[src/rtl/dpt_pkg.sv]
// Constants, register map and types for the delay and pulse timer
package dpt_pkg;
   localparam int MCLK_HZ = 25000000;
   localparam int TICK_MS = 1;
   localparam int TICK_CYCLES = MCLK_HZ / 1000 * TICK_MS;
   localparam int PRESC_W = 15;
   localparam int TIME_W = 32;
   localparam logic [11:0] CTRL_OFFS = 12'h000;
   localparam logic [11:0] PRESET_OFFS = 12'h004;
   localparam logic [11:0] ELAPSED_OFFS = 12'h008;
   localparam logic [11:0] STATUS_OFFS = 12'h00c;
   localparam int CTRL_MODE_LSB = 0;
   localparam int CTRL_TRIG_BIT = 2;
   localparam int STAT_DONE_BIT = 0;
   localparam int STAT_RUN_BIT = 1;
   localparam int STAT_FLOW_BIT = 2;
   localparam logic [1:0] MODE_RESET = 2'h0;
   localparam logic [31:0] PRESET_RESET = 32'h00000000;
   typedef enum logic [1:0] {
      on_delay_mode,
      off_delay_mode,
      pulse_mode,
      mode_spare
   } mode_t;
endpackage

[src/rtl/delay_pulse_timer.sv]
// Top of the millisecond on-delay, off-delay and pulse timer
//
// Operation
// - On-delay: trigger high starts ms counting, running set, done low.
// - On-delay: elapsed reaching preset freezes it, clears running, sets done.
// - On-delay: trigger low clears elapsed, running and done.
// - On-delay: early trigger drop never raises done; elapsed returns to zero.
// - Off-delay: trigger high holds elapsed zero, running low, done high.
// - Off-delay: trigger low starts counting, running set, done stays high.
// - Off-delay: reaching preset freezes elapsed, clears running, drops done.
// - Off-delay: trigger back high early stops timing, zeroes, keeps done.
// - Pulse: trigger rise starts counting, running set, done high.
// - Pulse: preset reached with trigger high freezes elapsed, ends pulse.
// - Pulse: preset reached with trigger low zeroes elapsed, ends pulse.
// - Pulse: trigger drop before preset is ignored; pulse continues.
// - Pulse: trigger drop after preset zeroes elapsed, done stays low.
// - Pulse: power-flow output equals done output.
//
// Implementation choices: the APB interface to the registers and the address map.
`timescale 1ns/10ps
`default_nettype none
module delay_pulse_timer
   import dpt_pkg::*;
#(
   parameter int TICK_LEN = TICK_CYCLES
) (
   input wire logic mclk,
   input wire logic rst_b,
   input wire logic psel,
   input wire logic penable,
   input wire logic pwrite,
   input wire logic [11:0] paddr,
   input wire logic [31:0] pwdata,
   output logic [31:0] prdata,
   output logic pready,
   output logic pslverr,
   output logic [31:0] elapsedMs,
   output logic runningFlag,
   output logic done,
   output logic powerFlow
);
   logic rstMeta_b;
   logic rstSync_b;
   logic [1:0] modeBits;
   mode_t mode;
   mode_t lastMode;
   logic trigger;
   logic trigPrev;
   logic [31:0] presetTime;
   logic tick;
   logic modeChange;
   logic reached;
   logic [31:0] next_elapsed;
   logic next_running;
   logic next_done;
   logic [31:0] rdData;
   logic rdErr;

   always_ff @(posedge mclk or negedge rst_b) begin
      if (!rst_b) begin
         rstMeta_b <= 1'b0;
         rstSync_b <= 1'b0;
      end else begin
         rstMeta_b <= 1'b1;
         rstSync_b <= rstMeta_b;
      end
   end

   apb_regs u_regs (
      .mclk(mclk),
      .rstSync_b(rstSync_b),
      .psel(psel),
      .penable(penable),
      .pwrite(pwrite),
      .paddr(paddr),
      .pwdata(pwdata),
      .elapsedMs(elapsedMs),
      .statusBits({powerFlow, runningFlag, done}),
      .prdata(rdData),
      .pslverr(rdErr),
      .mode(modeBits),
      .trigger(trigger),
      .presetTime(presetTime)
   );

   assign mode = mode_t'(modeBits);
   assign modeChange = (mode != lastMode);

   // Prescaler restarts whenever a timing run is not in progress, so the
   // first tick after a start lands one full millisecond later
   ms_prescaler #(
      .CYCLES(TICK_LEN)
   ) u_presc (
      .mclk(mclk),
      .rstSync_b(rstSync_b),
      .clear(!runningFlag),
      .tick(tick)
   );

   // Data and error are registered in the setup cycle so both stand with pready
   always_ff @(posedge mclk or negedge rstSync_b) begin
      if (!rstSync_b) begin
         prdata <= 32'h00000000;
         pslverr <= 1'b0;
      end else if (psel && !penable) begin
         prdata <= rdData;
         pslverr <= rdErr;
      end else begin
         pslverr <= 1'b0;
      end
   end

   // Setup cycle registers the answer, so the access is always zero wait
   always_ff @(posedge mclk or negedge rstSync_b) begin
      if (!rstSync_b) begin
         pready <= 1'b0;
      end else begin
         pready <= psel && !penable;
      end
   end

   always_ff @(posedge mclk or negedge rstSync_b) begin
      if (!rstSync_b) begin
         trigPrev <= 1'b0;
         lastMode <= on_delay_mode;
      end else begin
         trigPrev <= trigger;
         lastMode <= mode;
      end
   end

   assign reached = (elapsedMs + 32'h00000001 >= presetTime);

   always_comb begin
      next_elapsed = elapsedMs;
      next_running = runningFlag;
      next_done = done;
      case (mode)
         on_delay_mode: begin
            if (!trigger) begin
               next_elapsed = 32'h00000000;
               next_running = 1'b0;
               next_done = 1'b0;
            end else if (done) begin
               next_running = 1'b0;
            end else if (presetTime == 32'h00000000) begin
               next_running = 1'b0;
               next_done = 1'b1;
            end else if (!runningFlag) begin
               next_running = 1'b1;
               next_done = 1'b0;
            end else if (tick) begin
               if (reached) begin
                  next_elapsed = presetTime;
                  next_running = 1'b0;
                  next_done = 1'b1;
               end else begin
                  next_elapsed = elapsedMs + 32'h00000001;
               end
            end
         end
         off_delay_mode: begin
            if (trigger) begin
               next_elapsed = 32'h00000000;
               next_running = 1'b0;
               next_done = 1'b1;
            end else if (!done) begin
               next_running = 1'b0;
            end else if (!runningFlag) begin
               if (trigPrev) begin
                  next_running = 1'b1;
               end else begin
                  next_done = 1'b0;
               end
            end else if (tick) begin
               if (reached) begin
                  next_elapsed = presetTime;
                  next_running = 1'b0;
                  next_done = 1'b0;
               end else begin
                  next_elapsed = elapsedMs + 32'h00000001;
               end
            end
         end
         pulse_mode: begin
            if (runningFlag) begin
               if (tick) begin
                  if (reached) begin
                     next_running = 1'b0;
                     next_done = 1'b0;
                     next_elapsed = trigger ? presetTime : 32'h00000000;
                  end else begin
                     next_elapsed = elapsedMs + 32'h00000001;
                  end
               end
            end else if (trigger && !trigPrev) begin
               next_elapsed = 32'h00000000;
               next_running = (presetTime != 32'h00000000);
               next_done = (presetTime != 32'h00000000);
            end else if (!trigger) begin
               next_elapsed = 32'h00000000;
               next_done = 1'b0;
            end
         end
         default: begin
            next_elapsed = 32'h00000000;
            next_running = 1'b0;
            next_done = 1'b0;
         end
      endcase
      if (modeChange) begin
         next_elapsed = 32'h00000000;
         next_running = 1'b0;
         next_done = 1'b0;
      end
   end

   always_ff @(posedge mclk or negedge rstSync_b) begin
      if (!rstSync_b) begin
         elapsedMs <= 32'h00000000;
         runningFlag <= 1'b0;
         done <= 1'b0;
      end else begin
         elapsedMs <= next_elapsed;
         runningFlag <= next_running;
         done <= next_done;
      end
   end

   always_ff @(posedge mclk or negedge rstSync_b) begin
      if (!rstSync_b) begin
         powerFlow <= 1'b0;
      end else begin
         powerFlow <= next_done;
      end
   end

   property p_on_drop;
      @(posedge mclk) disable iff (!rstSync_b)
      (mode == on_delay_mode && !modeChange && !trigger)
         |=> (elapsedMs == 32'h0 && !done && !runningFlag);
   endproperty
   a_on_drop: assert property (p_on_drop)
      else $error("on-delay did not clear on trigger drop");

   property p_on_done;
      @(posedge mclk) disable iff (!rstSync_b)
      (mode == on_delay_mode && $rose(done)) |-> elapsedMs == presetTime;
   endproperty
   a_on_done: assert property (p_on_done)
      else $error("on-delay done rose away from preset");

   property p_on_run;
      @(posedge mclk) disable iff (!rstSync_b)
      (mode == on_delay_mode && runningFlag) |-> !done;
   endproperty
   a_on_run: assert property (p_on_run)
      else $error("on-delay done high while running");

   property p_off_hold;
      @(posedge mclk) disable iff (!rstSync_b)
      (mode == off_delay_mode && !modeChange && trigger)
         |=> (done && !runningFlag && elapsedMs == 32'h0);
   endproperty
   a_off_hold: assert property (p_off_hold)
      else $error("off-delay not holding with trigger high");

   property p_off_end;
      @(posedge mclk) disable iff (!rstSync_b)
      (mode == off_delay_mode && $fell(done) && $past(runningFlag))
         |-> elapsedMs == presetTime;
   endproperty
   a_off_end: assert property (p_off_end)
      else $error("off-delay ended away from preset");

   property p_tick_only;
      @(posedge mclk) disable iff (!rstSync_b)
      (elapsedMs == $past(elapsedMs) + 32'h1) |-> $past(tick);
   endproperty
   a_tick_only: assert property (p_tick_only)
      else $error("elapsed advanced without a tick");

   property p_pulse_run;
      @(posedge mclk) disable iff (!rstSync_b)
      (mode == pulse_mode && runningFlag && !tick && !modeChange)
         |=> runningFlag && done;
   endproperty
   a_pulse_run: assert property (p_pulse_run)
      else $error("pulse ended without a tick");

   property p_flow;
      @(posedge mclk) disable iff (!rstSync_b)
      mode == pulse_mode |-> powerFlow == done;
   endproperty
   a_flow: assert property (p_flow)
      else $error("power flow differs from done");

   property p_off_start;
      @(posedge mclk) disable iff (!rstSync_b)
      (mode == off_delay_mode && !modeChange && !trigger && $past(trigger)
         && done) |=> (runningFlag && done);
   endproperty
   a_off_start: assert property (p_off_start)
      else $error("off-delay did not start timing on trigger drop");

   property p_off_abort;
      @(posedge mclk) disable iff (!rstSync_b)
      (mode == off_delay_mode && !modeChange && trigger && runningFlag)
         |=> (!runningFlag && done && elapsedMs == 32'h0);
   endproperty
   a_off_abort: assert property (p_off_abort)
      else $error("off-delay did not abort on early trigger");

   property p_pulse_start;
      @(posedge mclk) disable iff (!rstSync_b)
      (mode == pulse_mode && !modeChange && !runningFlag && $rose(trigger)
         && presetTime != 32'h0) |=> (runningFlag && done);
   endproperty
   a_pulse_start: assert property (p_pulse_start)
      else $error("pulse did not start on trigger rise");

   property p_pulse_hold;
      @(posedge mclk) disable iff (!rstSync_b)
      ($past(mode) == pulse_mode && !$past(modeChange) && $fell(runningFlag)
         && $past(trigger)) |-> (elapsedMs == $past(presetTime) && !done);
   endproperty
   a_pulse_hold: assert property (p_pulse_hold)
      else $error("pulse end with trigger high not held at preset");

   property p_pulse_zero;
      @(posedge mclk) disable iff (!rstSync_b)
      ($past(mode) == pulse_mode && !$past(modeChange) && $fell(runningFlag)
         && !$past(trigger)) |-> (elapsedMs == 32'h0 && !done);
   endproperty
   a_pulse_zero: assert property (p_pulse_zero)
      else $error("pulse end with trigger low not zeroed");

   property p_pulse_idle;
      @(posedge mclk) disable iff (!rstSync_b)
      (mode == pulse_mode && !modeChange && !runningFlag && !trigger)
         |=> (elapsedMs == 32'h0 && !done);
   endproperty
   a_pulse_idle: assert property (p_pulse_idle)
      else $error("pulse idle with trigger low not cleared");

   property p_reset_clear;
      @(posedge mclk)
      !rstSync_b |-> (elapsedMs == 32'h0 && !runningFlag && !done && !tick);
   endproperty
   a_reset_clear: assert property (p_reset_clear)
      else $error("state not cleared during reset");
endmodule
`default_nettype wire

[src/rtl/ms_prescaler.sv]
// Millisecond tick generator for the delay and pulse timer
`timescale 1ns/10ps
`default_nettype none
module ms_prescaler
   import dpt_pkg::*;
#(
   parameter int CYCLES = TICK_CYCLES
) (
   input wire logic mclk,
   input wire logic rstSync_b,
   input wire logic clear,
   output logic tick
);
   logic [PRESC_W-1:0] count;
   localparam logic [PRESC_W-1:0] LAST = PRESC_W'(CYCLES - 1);

   always_ff @(posedge mclk or negedge rstSync_b) begin
      if (!rstSync_b) begin
         count <= '0;
         tick <= 1'b0;
      end else if (clear) begin
         count <= '0;
         tick <= 1'b0;
      end else if (count == LAST) begin
         count <= '0;
         tick <= 1'b1;
      end else begin
         count <= count + PRESC_W'(1);
         tick <= 1'b0;
      end
   end
endmodule
`default_nettype wire

[src/rtl/apb_regs.sv]
// APB slave decode for the delay and pulse timer registers
`timescale 1ns/10ps
`default_nettype none
module apb_regs
   import dpt_pkg::*;
(
   input wire logic mclk,
   input wire logic rstSync_b,
   input wire logic psel,
   input wire logic penable,
   input wire logic pwrite,
   input wire logic [11:0] paddr,
   input wire logic [31:0] pwdata,
   input wire logic [31:0] elapsedMs,
   input wire logic [2:0] statusBits,
   output logic [31:0] prdata,
   output logic pslverr,
   output logic [1:0] mode,
   output logic trigger,
   output logic [31:0] presetTime
);
   logic access;
   assign access = psel && penable;

   always_ff @(posedge mclk or negedge rstSync_b) begin
      if (!rstSync_b) begin
         mode <= MODE_RESET;
         trigger <= 1'b0;
         presetTime <= PRESET_RESET;
      end else if (access && pwrite) begin
         if (paddr == CTRL_OFFS) begin
            mode <= pwdata[CTRL_MODE_LSB +: 2];
            trigger <= pwdata[CTRL_TRIG_BIT];
         end else if (paddr == PRESET_OFFS) begin
            presetTime <= pwdata;
         end
      end
   end

   // Read data is combinational so the top can register it in the setup cycle
   always_comb begin
      prdata = 32'h00000000;
      pslverr = 1'b0;
      if (paddr == CTRL_OFFS) begin
         prdata[CTRL_MODE_LSB +: 2] = mode;
         prdata[CTRL_TRIG_BIT] = trigger;
      end else if (paddr == PRESET_OFFS) begin
         prdata = presetTime;
      end else if (paddr == ELAPSED_OFFS) begin
         prdata = elapsedMs;
      end else if (paddr == STATUS_OFFS) begin
         prdata[2:0] = statusBits;
      end else begin
         pslverr = psel;
      end
   end
endmodule
`default_nettype wire

[config.mk]
export PLATFORM = sky130hd
export DESIGN_NAME = delay_pulse_timer
export DESIGN_NICKNAME = d
export VERILOG_FILES = /design/src/rtl/dpt_pkg.sv /design/src/rtl/delay_pulse_timer.sv /design/src/rtl/ms_prescaler.sv /design/src/rtl/apb_regs.sv
export SDC_FILE = /design/constraint.sdc
export NUM_CORES = 1
export LEC_CHECK = 0
export BUFFER_PORTS_ARGS = -buffer_cell sky130_fd_sc_hd__buf_2
export CAP_MARGIN = 10
export CORE_MARGIN = 1.5
export CORE_UTILIZATION = 50
export DETAILED_ROUTE_END_ITERATION = 8
export GPL_ROUTABILITY_DRIVEN = 0
export PLACE_DENSITY = 0.71
export SLEW_MARGIN = 5
export SYNTH_ARGS = -nofsm -noshare
export SYNTH_HDL_FRONTEND = slang
export SYNTH_HIERARCHICAL = 1
export SYNTH_SLANG_ARGS = --single-unit
[constraint.sdc]
create_clock -name mclk -period 5.8 [get_ports mclk]
set_input_delay 1.16 -clock mclk [delete_from_list [all_inputs] [get_ports mclk]]
set_output_delay 1.16 -clock mclk [all_outputs]
set_load 0.005 [all_outputs]
==> results of run 1 <==
## cell families after synthesis
| group | count (synthesis) |
|---|---|
| flops | 124 |
| other cells | 1 |
| simple gates | 286 |
| buf+inv | 106 |
| mux | 73 |
| compound gates | 225 |
| xor+xnor | 45 |
| fa+ha+maj | 34 |
## layer usage
layer | wire [um] | global-route usage, % | up-vias | share of wire, %
met3 | 1920 | 5.98 | 55 | 8.3
li1 | - | - | 3414 | -
met5 | 0 | 0 | - | 0
met4 | 721 | 11.0 | 0 | 3.1
met1 | 10100 | 38.1 | 3543 | 44
met2 | 10300 | 41.5 | 340 | 45
## where the power goes
| part | switching (W) | total (W) | internal, W |
|---|---|---|---|
| registers | 0.00000878 | 0.000876 | 0.000867 |
| logic | 0.0000442 | 0.0000701 | 0.0000259 |
| clock network | 0.000394 | 0.00115 | 0.000760 |
## how the worst min path moves through the flow
stage	endpoint	slack [ns]	cells past startpoint
after floorplan	rstSync_b	0.33	0
after global placement	rstSync_b	0.34	0
after detailed placement	rstSync_b	0.34	0
after CTS	rstSync_b	0.35	0
after global routing	rstSync_b	0.37	0
final	rstSync_b	0.35	0
## final cells by class
type / instances / area [sq um]
Fill cell: 1423 / 6480
Multi-Input combinational cell: 664 / 4670
Sequential cell: 124 / 3110
Timing Repair Buffer: 127 / 661
Clock buffer: 21 / 480
Tap cell: 216 / 270
Clock inverter: 10 / 163
Inverter: 43 / 161
## per-stage QoR
| stage | area (sq um) | instances | hold slack (ns) | utilization [%] |
|---|---|---|---|---|
| final | 9520 | 1205 | 0.352 | 59.5 |
| after global routing | 9520 | 1205 | 0.366 | 59.5 |
| after CTS | 9520 | 1205 | 0.355 | 59.5 |
| after detailed placement | 8870 | 1174 | 0.342 | 55.5 |
| after global placement | 8870 | 1174 | 0.336 | 55.5 |
| after floorplan | 8270 | 894 | 0.331 | - |
## placed cells by master, fill, tap and decap left out, types with 4 or more instances in the layout
master,Yosys,layout
buf_2,13,117
dfrtp_1,124,123
nand4_1,19,19
a22oi_1,31,31
or3_1,4,4
o21ai_0,46,46
o21ai_1,4,4
a211o_1,7,7
a221oi_1,17,17
bufinv_16,0,4
a21o_1,19,19
nand2_1,86,86
mux2_2,66,66
a211oi_1,13,13
o31ai_1,5,5
clkinvlp_4,0,5
clkbuf_16,0,17
o22ai_1,4,4
and3_1,10,10
nor3_1,13,13
and2_1,8,8
nor2_1,71,70
a21oi_1,45,45
xor2_1,13,13
clkbuf_8,0,4
xnor2_1,32,32
nor4_1,17,17
or4_4,4,4
a31oi_1,8,8
ha_1,34,34
nand3_1,20,20
inv_1,43,43
buf_4,2,10
## critical path: cells and delay by family, from the launching register on
kind                     cells  cell delay (ns)
AND/OR/NAND/NOR              7             2.41
AO/OA/AOI/OAI                5             0.92
adder cells (fa/ha/maj)      2             0.64
flip-flops                   1             0.50
buffers and inverters        1             0.34
XOR/XNOR                     1             0.19
## sequential cells by signal, indices dropped and copies added, names as in the netlist, 2 cells and up
name               cells
prdata                32
elapsedMs             32
lastMode               2
u_regs/mode            2
u_regs/presetTime     32
u_presc/count         15
==> results.md, run 1 <==
* Status: finished clean
* Yosys reg bits at 124
* Endpoints failing setup at 0
* Slew headroom at a little under a quarter
* Syn Area/Cell at 9.25 sq um
* Core Region at about 16000 sq um
* Post-Synth Adder-Cell Area at 5.14%
* Min-delay src: rstMeta_b
* Top cells by count, synth: dfrtp_1, nand2_1, nor2_1
* CP max stage delay at about 0.59 ns
* Max clock buf depth at 2
* YS warnings at 6
* # clock sinks at 124
* Initial antenna violation count at 0
* First-pass GRT wire length at roughly 38000 um
* Unrepaired setup endpoints after global routing: false
* N_diodes at 0
* DR WL/cell at approximately 19 um
* Top cells by area, synth: dfrtp_1, mux2_2, ha_1, nand2_1, xnor2_1
* Layout cells sized above 1 at 26.2%
* CP endpoint kind: flop
* Post-Route Skew at between 0.009 and 0.01 ns
* Post-CTS sizing at 0
* Die area at 17300 sq um
* Pwr/cell area at about 220 nW/um^2
* Min cycle time layout at 5.07 ns
* FF-to-FF End: elapsedMs[21]
* Reg clk slew, reported paths at around 0.06 ns
* Detail Route Antenna Nets at 0
* Syn nets at 977
* Total Power at roughly 0.0021 W
* Gr usage total at 27.4%
* R2R cell count at 16
* EDFF count, synth at 0
* DRC at 0
* Initial DRC Count at 862
* Post-synthesis cell type count at 77
* Compound-Gate Fraction of Synth Area at 18.2%
* Synth top area share at a little under two fifths
* I/O pin cnt at about 120
* Top-count cell post-synth: dfrtp_1
* Worst-path maximum fanout at 17
* CP max stage cell: nand2_1
* Worst Max-Slew Pin Slew at about 1.2 ns
* Final worst-path cycle share at approximately 90%
* Post-synth ARST share at 100%
* Top FF cell, synth: dfrtp_1
* Post-Route Setup TNS at 0 ns
* Critical path, cell by cell: ha_1 > nand4_1 > nor4_2 > and2_1 > nand3_1 > xnor2_1 > ha_1 > nand4_1 > or4_1 > a21oi_2 > o21ai_2 > nand2_1 > buf_4 > o21ai_0 > a211oi_1 > a211o_1
* Sequential share of the synthesized area at a little under two fifths
* H-tree depth at 4
* Critical Path RT at approximately 6.2 ns
* Pleak at around 4.4 nW
* Die H at around 130 um
* Hold violation count in the final report at 0
* Crit Path Class: reg -> reg
* XOR/XNOR share of the synthesized area at under 10%
* FMAX at 197 MHz
* CTS root buffer: clkbuf_16
* Post-CTS Setup Bufs at 0
* Crit path from: elapsedMs[0]
* Nets at around 1100
* Arrival time worst endpoint at approximately 5.4 ns
* Worst min-delay path class: reg -> reg
* Peak VDD IR at around 230 uV
* Clk Latency, worst-skew pair at between 0.4 and 0.5 ns
* Largest family of logic cells by synthesized area: compound AO/OA/AOI/OAI gates
* # hold bufs at CTS at 0
* Mapped Cells at 894
* Grt ovf at 0
* Number of port buffers at ~120
* DP Worst Slack at a little over 0.9 ns
* Starting Density at about half
* CTS tree: built
* Max_cap viols at 0
* Mux cell area share after synthesis at between 10% and 20%
* Drt total wl at 23000 um
* Fin. max-slew vios at 0
* Vias at about 7400
* FF-to-FF setup slack at approximately 0.73 ns
* Area leader, netlist: dfrtp_1
* Die W at between 100 and 150 um
* Area Growth Syn to Fin at 15.1%
* Setup ws final at between 0.7 and 0.8 ns
* DP HPWL at around 16000 um
* Critical Path End: elapsedMs[21]
* Worst Setup Start Kind: flop
* Mapped Area at between 8000 and 9000 sq um
* Row count at between 40 and 50
* CTS buffer count at 17
* Pin count of the biggest net entering global routing at 65
* Reg-to-Reg Start: elapsedMs[0]
* Vias in the first global route at 7026
* Simple-Gate Fraction of Synth Area at ~18%
* 1st-pass router iterations at 5
* Vias per cell at between 6 and 7
No activity file was read; power rests on OpenSTA's default activity.
==> inputs of run 2 (changes only) <==
--- a/config.mk
+++ b/config.mk
@@ -15,5 +15,4 @@
 export SLEW_MARGIN = 5
 export SYNTH_ARGS = -nofsm -noshare
 export SYNTH_HDL_FRONTEND = slang
-export SYNTH_HIERARCHICAL = 1
 export SYNTH_SLANG_ARGS = --single-unit
==> run 2 against run 1 <==
  * Register-to-register slack better by 0.08 ns
  * Area after synthesis decreased by 0.45%
  * Global-route usage rose by 2.5 points
  * Setup slack improved by 0.081 ns
  * Largest cell class unchanged
  * Synthesized cell count is 7.6% higher
  * Non-clock buffer count increased by 5
  * Core utilization increased by 0.23 points
  * Clock-buffer cell count grew 1
  * Highest routed layer unchanged
  * Final cell count rose by 5.1%
  * Sequential share of layout area is 0.13 points lower
==> results.md, run 2 <==
* Status: finished clean
* Max_cap viols at 0 (unchanged)
* Design Area, Final at 9550 sq um (+0.39%)
* # hold bufs at CTS at 0 (unchanged)
* Clk Latency, worst-skew pair at 0.43 ns (about the same)
* First-pass GRT wire length at 41100 um (+9.0%)
* CTS root buffer: clkbuf_16
* Hold violation count in the final report at 0 (unchanged)
* Top cells by count, synth: dfrtp_1, nand2_1, o21ai_0
* Vias in the first global route at 7790 (+11%)
* Detail Route Antenna Nets at 0 (unchanged)
* EDFF count, synth at 0 (unchanged)
* Most frequent cells in the layout: dfrtp_1, buf_2, nand2_1, o21ai_0, inv_1
* Drt total wl at 25400 um (+10%)
* Critical path, cell by cell: nand4_2 > or4_4 > or2_0 > nor4_1 > xor2_1 > ha_1 > nand4_1 > nor4_1 > nand2_1 > a31oi_4 > buf_4 > o221ai_1 > a41oi_1 > o22ai_1
* Critical Path RT at 6.11 ns (-0.06 ns)
* Grt ovf at 0 (unchanged)
* CP max stage cell: a31oi_4
* Worst Setup Start Kind: flop
* I/O pin cnt at 118 (unchanged)
* Post-synthesis cell type count at 68 (-12%)
* Unrepaired setup endpoints after global routing: false
* Nets at 1121 (+5.8%)
* Regs by FF count: elapsedMs: 32 flops, prdata: 32 flops, u_regs.presetTime: 32 flops
* Die W at 131 um (-0.22%)
* Commonest non-fill, non-tap cell in the layout: dfrtp_1
* Arrival time worst endpoint at 5.30 ns (-0.14 ns)
* Vias per cell at 6.41 (+5.0%)
* Reg clk slew, reported paths at 0.06 ns (about the same)
* Max clock buf depth at 2 (unchanged)
* Die H at 131 um (-0.22%)
* Layout cells sized above 1 at 18.8% (-7.3 points)
* Sequential Power Share at 42.9% (+1.2 points)
* Post-CTS Setup Bufs at 0 (unchanged)
* Starting Density at 51.5% (-0.23 points)
* DRC at 0 (unchanged)
* 1st-pass router iterations at 5 (unchanged)
* Post-Route Setup TNS at 0 ns (unchanged)
* Syn nets at 1045 (+7.0%)
* Vias at 8118 (+10%)
* CTS buffer count at 17 (unchanged)
* Post-Route Skew at 0.00746 ns (-0.00234 ns)
* Post-synth ARST share at 100% (unchanged)
* Endpoints failing setup at 0 (unchanged)
* Core Region at 16000 sq um (unchanged)
* Initial DRC Count at 712 (-17%)
* Setup ws final at 0.809 ns (+0.0813 ns)
* Psw at 0.000448 W (+0.25%)
* Slew headroom at 23.4% (+0.39 points)
* YS warnings at 0 (-6)
* Sw Ratio at 22.0% (+0.66 points)
* Min cycle time layout at 4.99 ns (-0.0813 ns)
* N_diodes at 0 (unchanged)
* Top-count cell post-synth: dfrtp_1
* Worst min-delay path class: reg -> reg
* Final worst-path cycle share at 86.1% (-1.4 points)
* H-tree depth at 4 (unchanged)
* Die area at 17200 sq um (-0.44%)
* Yosys reg bits at 124 (unchanged)
* FMAX at 200 MHz (+1.6%)
* Crit Path Class: reg -> reg
* Crit path from: elapsedMs[8]
* Post-CTS sizing at 0 (unchanged)
* Row count at 46 (unchanged)
* Worst Max-Slew Pin Slew at 1.15 ns (-0.00430 ns)
* CP max stage delay at 0.77 ns (+0.18 ns)
* Clk pwr share at 54.8% (-0.2 points)
* Worst-path maximum fanout at 32 (+15)
* CTS tree: built
* Area leader, netlist: dfrtp_1
* Initial antenna violation count at 0 (unchanged)
* # clock sinks at 124 (unchanged)
* DP Worst Slack at 0.950 ns (+0.0151 ns)
* CP endpoint kind: flop
* Syn Area/Cell at 8.56 sq um (-7.5%)
* DP HPWL at 17200 um (+10%)
* Pwr/cell area at 214 nW/um^2 (-3.2%)
* Number of port buffers at 117 (unchanged)
* Pin count of the biggest net entering global routing at 67 (+3.1%)
* Sequential share of the synthesized area at 37.7% (+0.17 points)
* Cell internal pwr at 0.00159 W (-3.6%)
* Mapped Area at 8230 sq um (-0.45%)
* Top FF cell, synth: dfrtp_1
* Area Growth Syn to Fin at 16.0%
* Placed Area at 8920 sq um (+0.55%)
* Gr usage total at 29.9% (+2.5 points)
* CP dominant cell by count: nor4_1
* Finished Core Util at 59.7% (+0.23 points)
* DR WL/cell at 20.1 um (+4.9%)
* Pleak at 4.34 nW (-2.2%)
* Hold WS at 0.357 ns (+0.00569 ns)
* Synth top area share at 37.7% (+0.17 points)
* Peak VDD IR at 179 uV (-23%)
* Top cells by area, synth: dfrtp_1, o21ai_0, ha_1, nand2_1, inv_1
* Combinational Power Share at 2.3% (-1.0 points)
* Mapped Cells at 962 (+7.6%)
* Reg-to-Reg Start: elapsedMs[8]
* Min-delay src: rstMeta_b
* Fin. max-slew vios at 0 (unchanged)
## run 2: cell types whose count changed after synthesis, moves of 17 or more
cell	delta
o21ai_0	+47
nor2_1	-38
clkbuf_1	+24
mux2_2	-60
inv_1	+24
nand2_1	+27
a21o_1	-18
o221ai_1	+17
## run 2: final timing paths
kind / endpoint / slack, ns / cells after the start
max: elapsedMs[12] / 0.81 / 14
min: rstSync_b / 0.36 / 0
max reg2reg: elapsedMs[12] / 0.81 / 14
min reg2reg: rstSync_b / 0.36 / 0
max in group asynchronous: elapsedMs[21] / 4.05 / 1
min in group asynchronous: prdata[6] / 0.39 / 0
## run 2: area by class of cell
class                           instances  area (sq um)
Timing Repair Buffer                  132           711
Multi-Input combinational cell        696          4600
Tap cell                              216           270
Clock inverter                         10           138
Clock buffer                           22           474
Fill cell                            1475          6450
Inverter                               67           251
Sequential cell                       124          3110
## run 2: per-layer routing
metal,wire [um],track usage (%),part of all wire [%],vias up
li1,-,-,-,3743
met1,11200,40.5,44,3921
met2,11500,46.5,45,401
met3,2020,7.37,7.9,53
met4,664,11.2,2.6,0
met5,0,0,0,-
## run 2: logic make-up (layout without fill, tap and decap cells)
group,count (synthesis),in the layout,synth area share (%)
other,1,1,0.0455
xor gates and xnor gates,41,41,4.36
DFF,124,124,37.7
and+or+nand+nor,302,302,19.0
adders and majority gates,34,34,5.17
buffers and inverters,142,231,6.91
muxes,12,12,2.01
AOI/OAI and AO/OA,306,306,24.8
## run 2: power groups by stage
stage          Clock (W)  Combinational (W)  Sequential [W]
2_1_floorplan          0          0.0000131        0.000896
3_3_place_gp           0          0.0000448        0.000892
3_5_place_dp           0          0.0000449        0.000893
4_1_cts          0.00113          0.0000451        0.000877
5_1_grt          0.00117          0.0000519        0.000878
6_report         0.00112          0.0000462        0.000876
## run 2: worst max-delay path, delay by kind of cell, from the launching register on
family,cells,cell delay (ns)
simple gates,7,2.14
compound gates,4,1.32
buf+inv,1,0.35
xor+xnor,1,0.14
flops,1,0.55
fa+ha+maj,1,0.34
## run 2: metrics by stage
step | power [W] | instances
global route | 0.00210 | 1267
floorplan | 0.000909 | 962
detailed placement | 0.000938 | 1234
finish | 0.00204 | 1267
CTS | 0.00205 | 1266
global placement | 0.000937 | 1234
==> inputs of run 3 (changes only) <==
--- a/config.mk
+++ b/config.mk
@@ -7,11 +7,12 @@
 export LEC_CHECK = 0
 export BUFFER_PORTS_ARGS = -buffer_cell sky130_fd_sc_hd__buf_2
 export CAP_MARGIN = 10
-export CORE_MARGIN = 1.5
+export CORE_MARGIN = 1
 export CORE_UTILIZATION = 50
 export DETAILED_ROUTE_END_ITERATION = 8
 export GPL_ROUTABILITY_DRIVEN = 0
 export PLACE_DENSITY = 0.71
+export SETUP_SLACK_MARGIN = 0.4
 export SLEW_MARGIN = 5
 export SYNTH_ARGS = -nofsm -noshare
 export SYNTH_HDL_FRONTEND = slang
==> constraint.sdc (replaced) <==
create_clock -name mclk -period 5.8 [get_ports mclk]
set_input_delay 1.16 -clock mclk [delete_from_list [all_inputs] [get_ports mclk]]
set_output_delay 1.16 -clock mclk [all_outputs]
set_load 0.05 [all_outputs]
==> run 3 against run 2 <==
  * Non-clock buffer count grew 1
  * Routed wire length shrank 1.8%
  * Cell area down 0.41%
  * Clock skew is 0.00079 ns lower
  * Die area shrank 1.5%
  * Setup slack improved by 0.21 ns
==> results.md, run 3 (synthesized netlist as in run 2, its figures left out) <==
* Drt total wl at 24900 um (-1.8%)
* Max clock buf depth at 2 (unchanged)
* Gr usage total at 30.9% (+0.95 points)
* Worst Max-Slew Pin Slew at 1.13 ns (-0.0177 ns)
* Vias at 7997 (-1.5%)
* # clock sinks at 124 (unchanged)
* Vias in the first global route at 7308 (-6.2%)
* Pwr/cell area at 207 nW/um^2 (-3.1%)
* Hold violation count in the final report at 0 (unchanged)
* Die W at 130 um (-0.76%)
* Crit Path Class: reg -> reg
* Pleak at 4.32 nW (-0.48%)
* Endpoints failing setup at 0 (unchanged)
* Pin count of the biggest net entering global routing at 67 (unchanged)
* Final worst-path cycle share at 82.4% (-3.6 points)
* Post-CTS Setup Bufs at 0 (unchanged)
* Most frequent cells in the layout: dfrtp_1, buf_2, nand2_1, o21ai_0, inv_1
* DP Worst Slack at 1.07 ns (+0.124 ns)
* I/O pin cnt at 118 (unchanged)
* FMAX at 209 MHz (+4.4%)
* R2R cell count at 13 (-1)
* Max_cap viols at 0 (unchanged)
* GRT Max-Usage Layer: met2
* DRC at 0 (unchanged)
* Peak VDD IR at 206 uV (+15%)
* Initial antenna violation count at 0 (unchanged)
* Fin. max-slew vios at 0 (unchanged)
* FF-to-FF setup slack at 1.02 ns (+0.21 ns)
* Die area at 17000 sq um (-1.5%)
* CTS tree: built
* GR Util met3 at 6.81% (-0.56 points)
* Design Area, Final at 9520 sq um (-0.41%)
* Clk Latency, worst-skew pair at 0.44 ns (about the same)
* Placed Area at 8940 sq um (+0.17%)
* Regs by FF count: elapsedMs: 32 flops, prdata: 32 flops, u_regs.presetTime: 32 flops
* Area Growth Syn to Fin at 15.6%
* Row count at 46 (unchanged)
* Starting Density at 51.5% (unchanged)
* Total Power at 0.00197 W (-3.5%)
* WHS Path Cells at 0 (unchanged)
* Unrepaired setup endpoints after global routing: false
* Status: finished clean
* Core Region at 16000 sq um (unchanged)
* Initial DRC Count at 717 (+0.70%)
* Worst-path maximum fanout at 23 (-28%)
* Setup ws final at 1.02 ns (+0.209 ns)
* Post-Route Skew at 0.00667 ns (-0.000792 ns)
* Slew headroom at 24.7% (+1.4 points)
* Min cycle time layout at 4.78 ns (-0.209 ns)
* Number of port buffers at 117 (unchanged)
* Commonest non-fill, non-tap cell in the layout: dfrtp_1
* Worst Setup Start Kind: flop
* GR Layer Usage met2 at 47.2% (+0.68 points)
* Worst min-delay path class: reg -> reg
* N_diodes at 0 (unchanged)
* # hold bufs at CTS at 0 (unchanged)
* Vias per cell at 6.31 (-1.6%)
* CP endpoint kind: flop
* Grt ovf at 0 (unchanged)
* DR WL/cell at 19.7 um (-1.9%)
* Post-CTS sizing at 0 (unchanged)
* 1st-pass router iterations at 5 (unchanged)
* Reg clk slew, reported paths at 0.06 ns (about the same)
* Critical Path RT at 6.12 ns (about the same)
* Post-Route Setup TNS at 0 ns (unchanged)
* H-tree depth at 4 (unchanged)
* Arrival time worst endpoint at 5.10 ns (-0.20 ns)
* DP HPWL at 17000 um (-1.0%)
* CTS buffer count at 17 (unchanged)
* Nets at 1122 (+0.089%)
* Layout cells sized above 1 at 19.1% (+0.27 points)
* First-pass GRT wire length at 39800 um (-3.2%)
* Detail Route Antenna Nets at 0 (unchanged)
* Die H at 130 um (-0.76%)
* Grt met1 use at 42.6% (+2.1 points)
* CTS root buffer: clkbuf_16
[run 3: cell type report]
type / instances / area (sq um)
Clock inverter: 14 / 139
Inverter: 67 / 251
Multi-Input combinational cell: 696 / 4600
Tap cell: 216 / 270
Sequential cell: 124 / 3110
Clock buffer: 18 / 439
Timing Repair Buffer: 133 / 706
Fill cell: 1460 / 6480
[run 3: final timing paths]
path,startpoint,endpoint
min in group asynchronous,rstSync_b,prdata[9]
min reg2reg,rstMeta_b,rstSync_b
max reg2reg,elapsedMs[3],elapsedMs[24]
max in group asynchronous,rstSync_b,prdata[25]
max,elapsedMs[3],elapsedMs[24]
min,rstMeta_b,rstSync_b
[run 3: metal layers]
layer  vias to the layer above  routed length [um]
met4                         0                 510
met2                       377               11300
met5                         -                   0
met3                        40                2070
met1                      3829               11100
li1                       3751                   -
[run 3: worst max-delay path, stage by stage, from the launching register on]
cell and delay (ns):
dfrtp_1 0.55, nand4_2 0.23, or4_4 0.60, nor4_1 0.48, xor2_1 0.17, ha_1 0.35, nand4_1 0.17, nor4_1 0.43
nand2_1 0.19, a31oi_4 0.56, buf_4 0.38, o221ai_1 0.17, a41oi_1 0.28, o21ai_0 0.09
[run 3: through the flow]
stage	utilization (%)	hold slack (ns)	std cells
2_1_floorplan	-	0.331	962
3_3_place_gp	55.9	0.335	1236
3_5_place_dp	55.9	0.338	1236
4_1_cts	59.5	0.351	1268
5_1_grt	59.5	0.356	1268
6_report	59.5	0.349	1268
[run 3: power by group]
part	switching [W]	internal, W	leakage (nW)
combinational	0.0000291	0.0000162	2.48
clock	0.000442	0.000608	0.275
sequential	0.0000101	0.000867	1.56
total	0.000481	0.00149	4.32
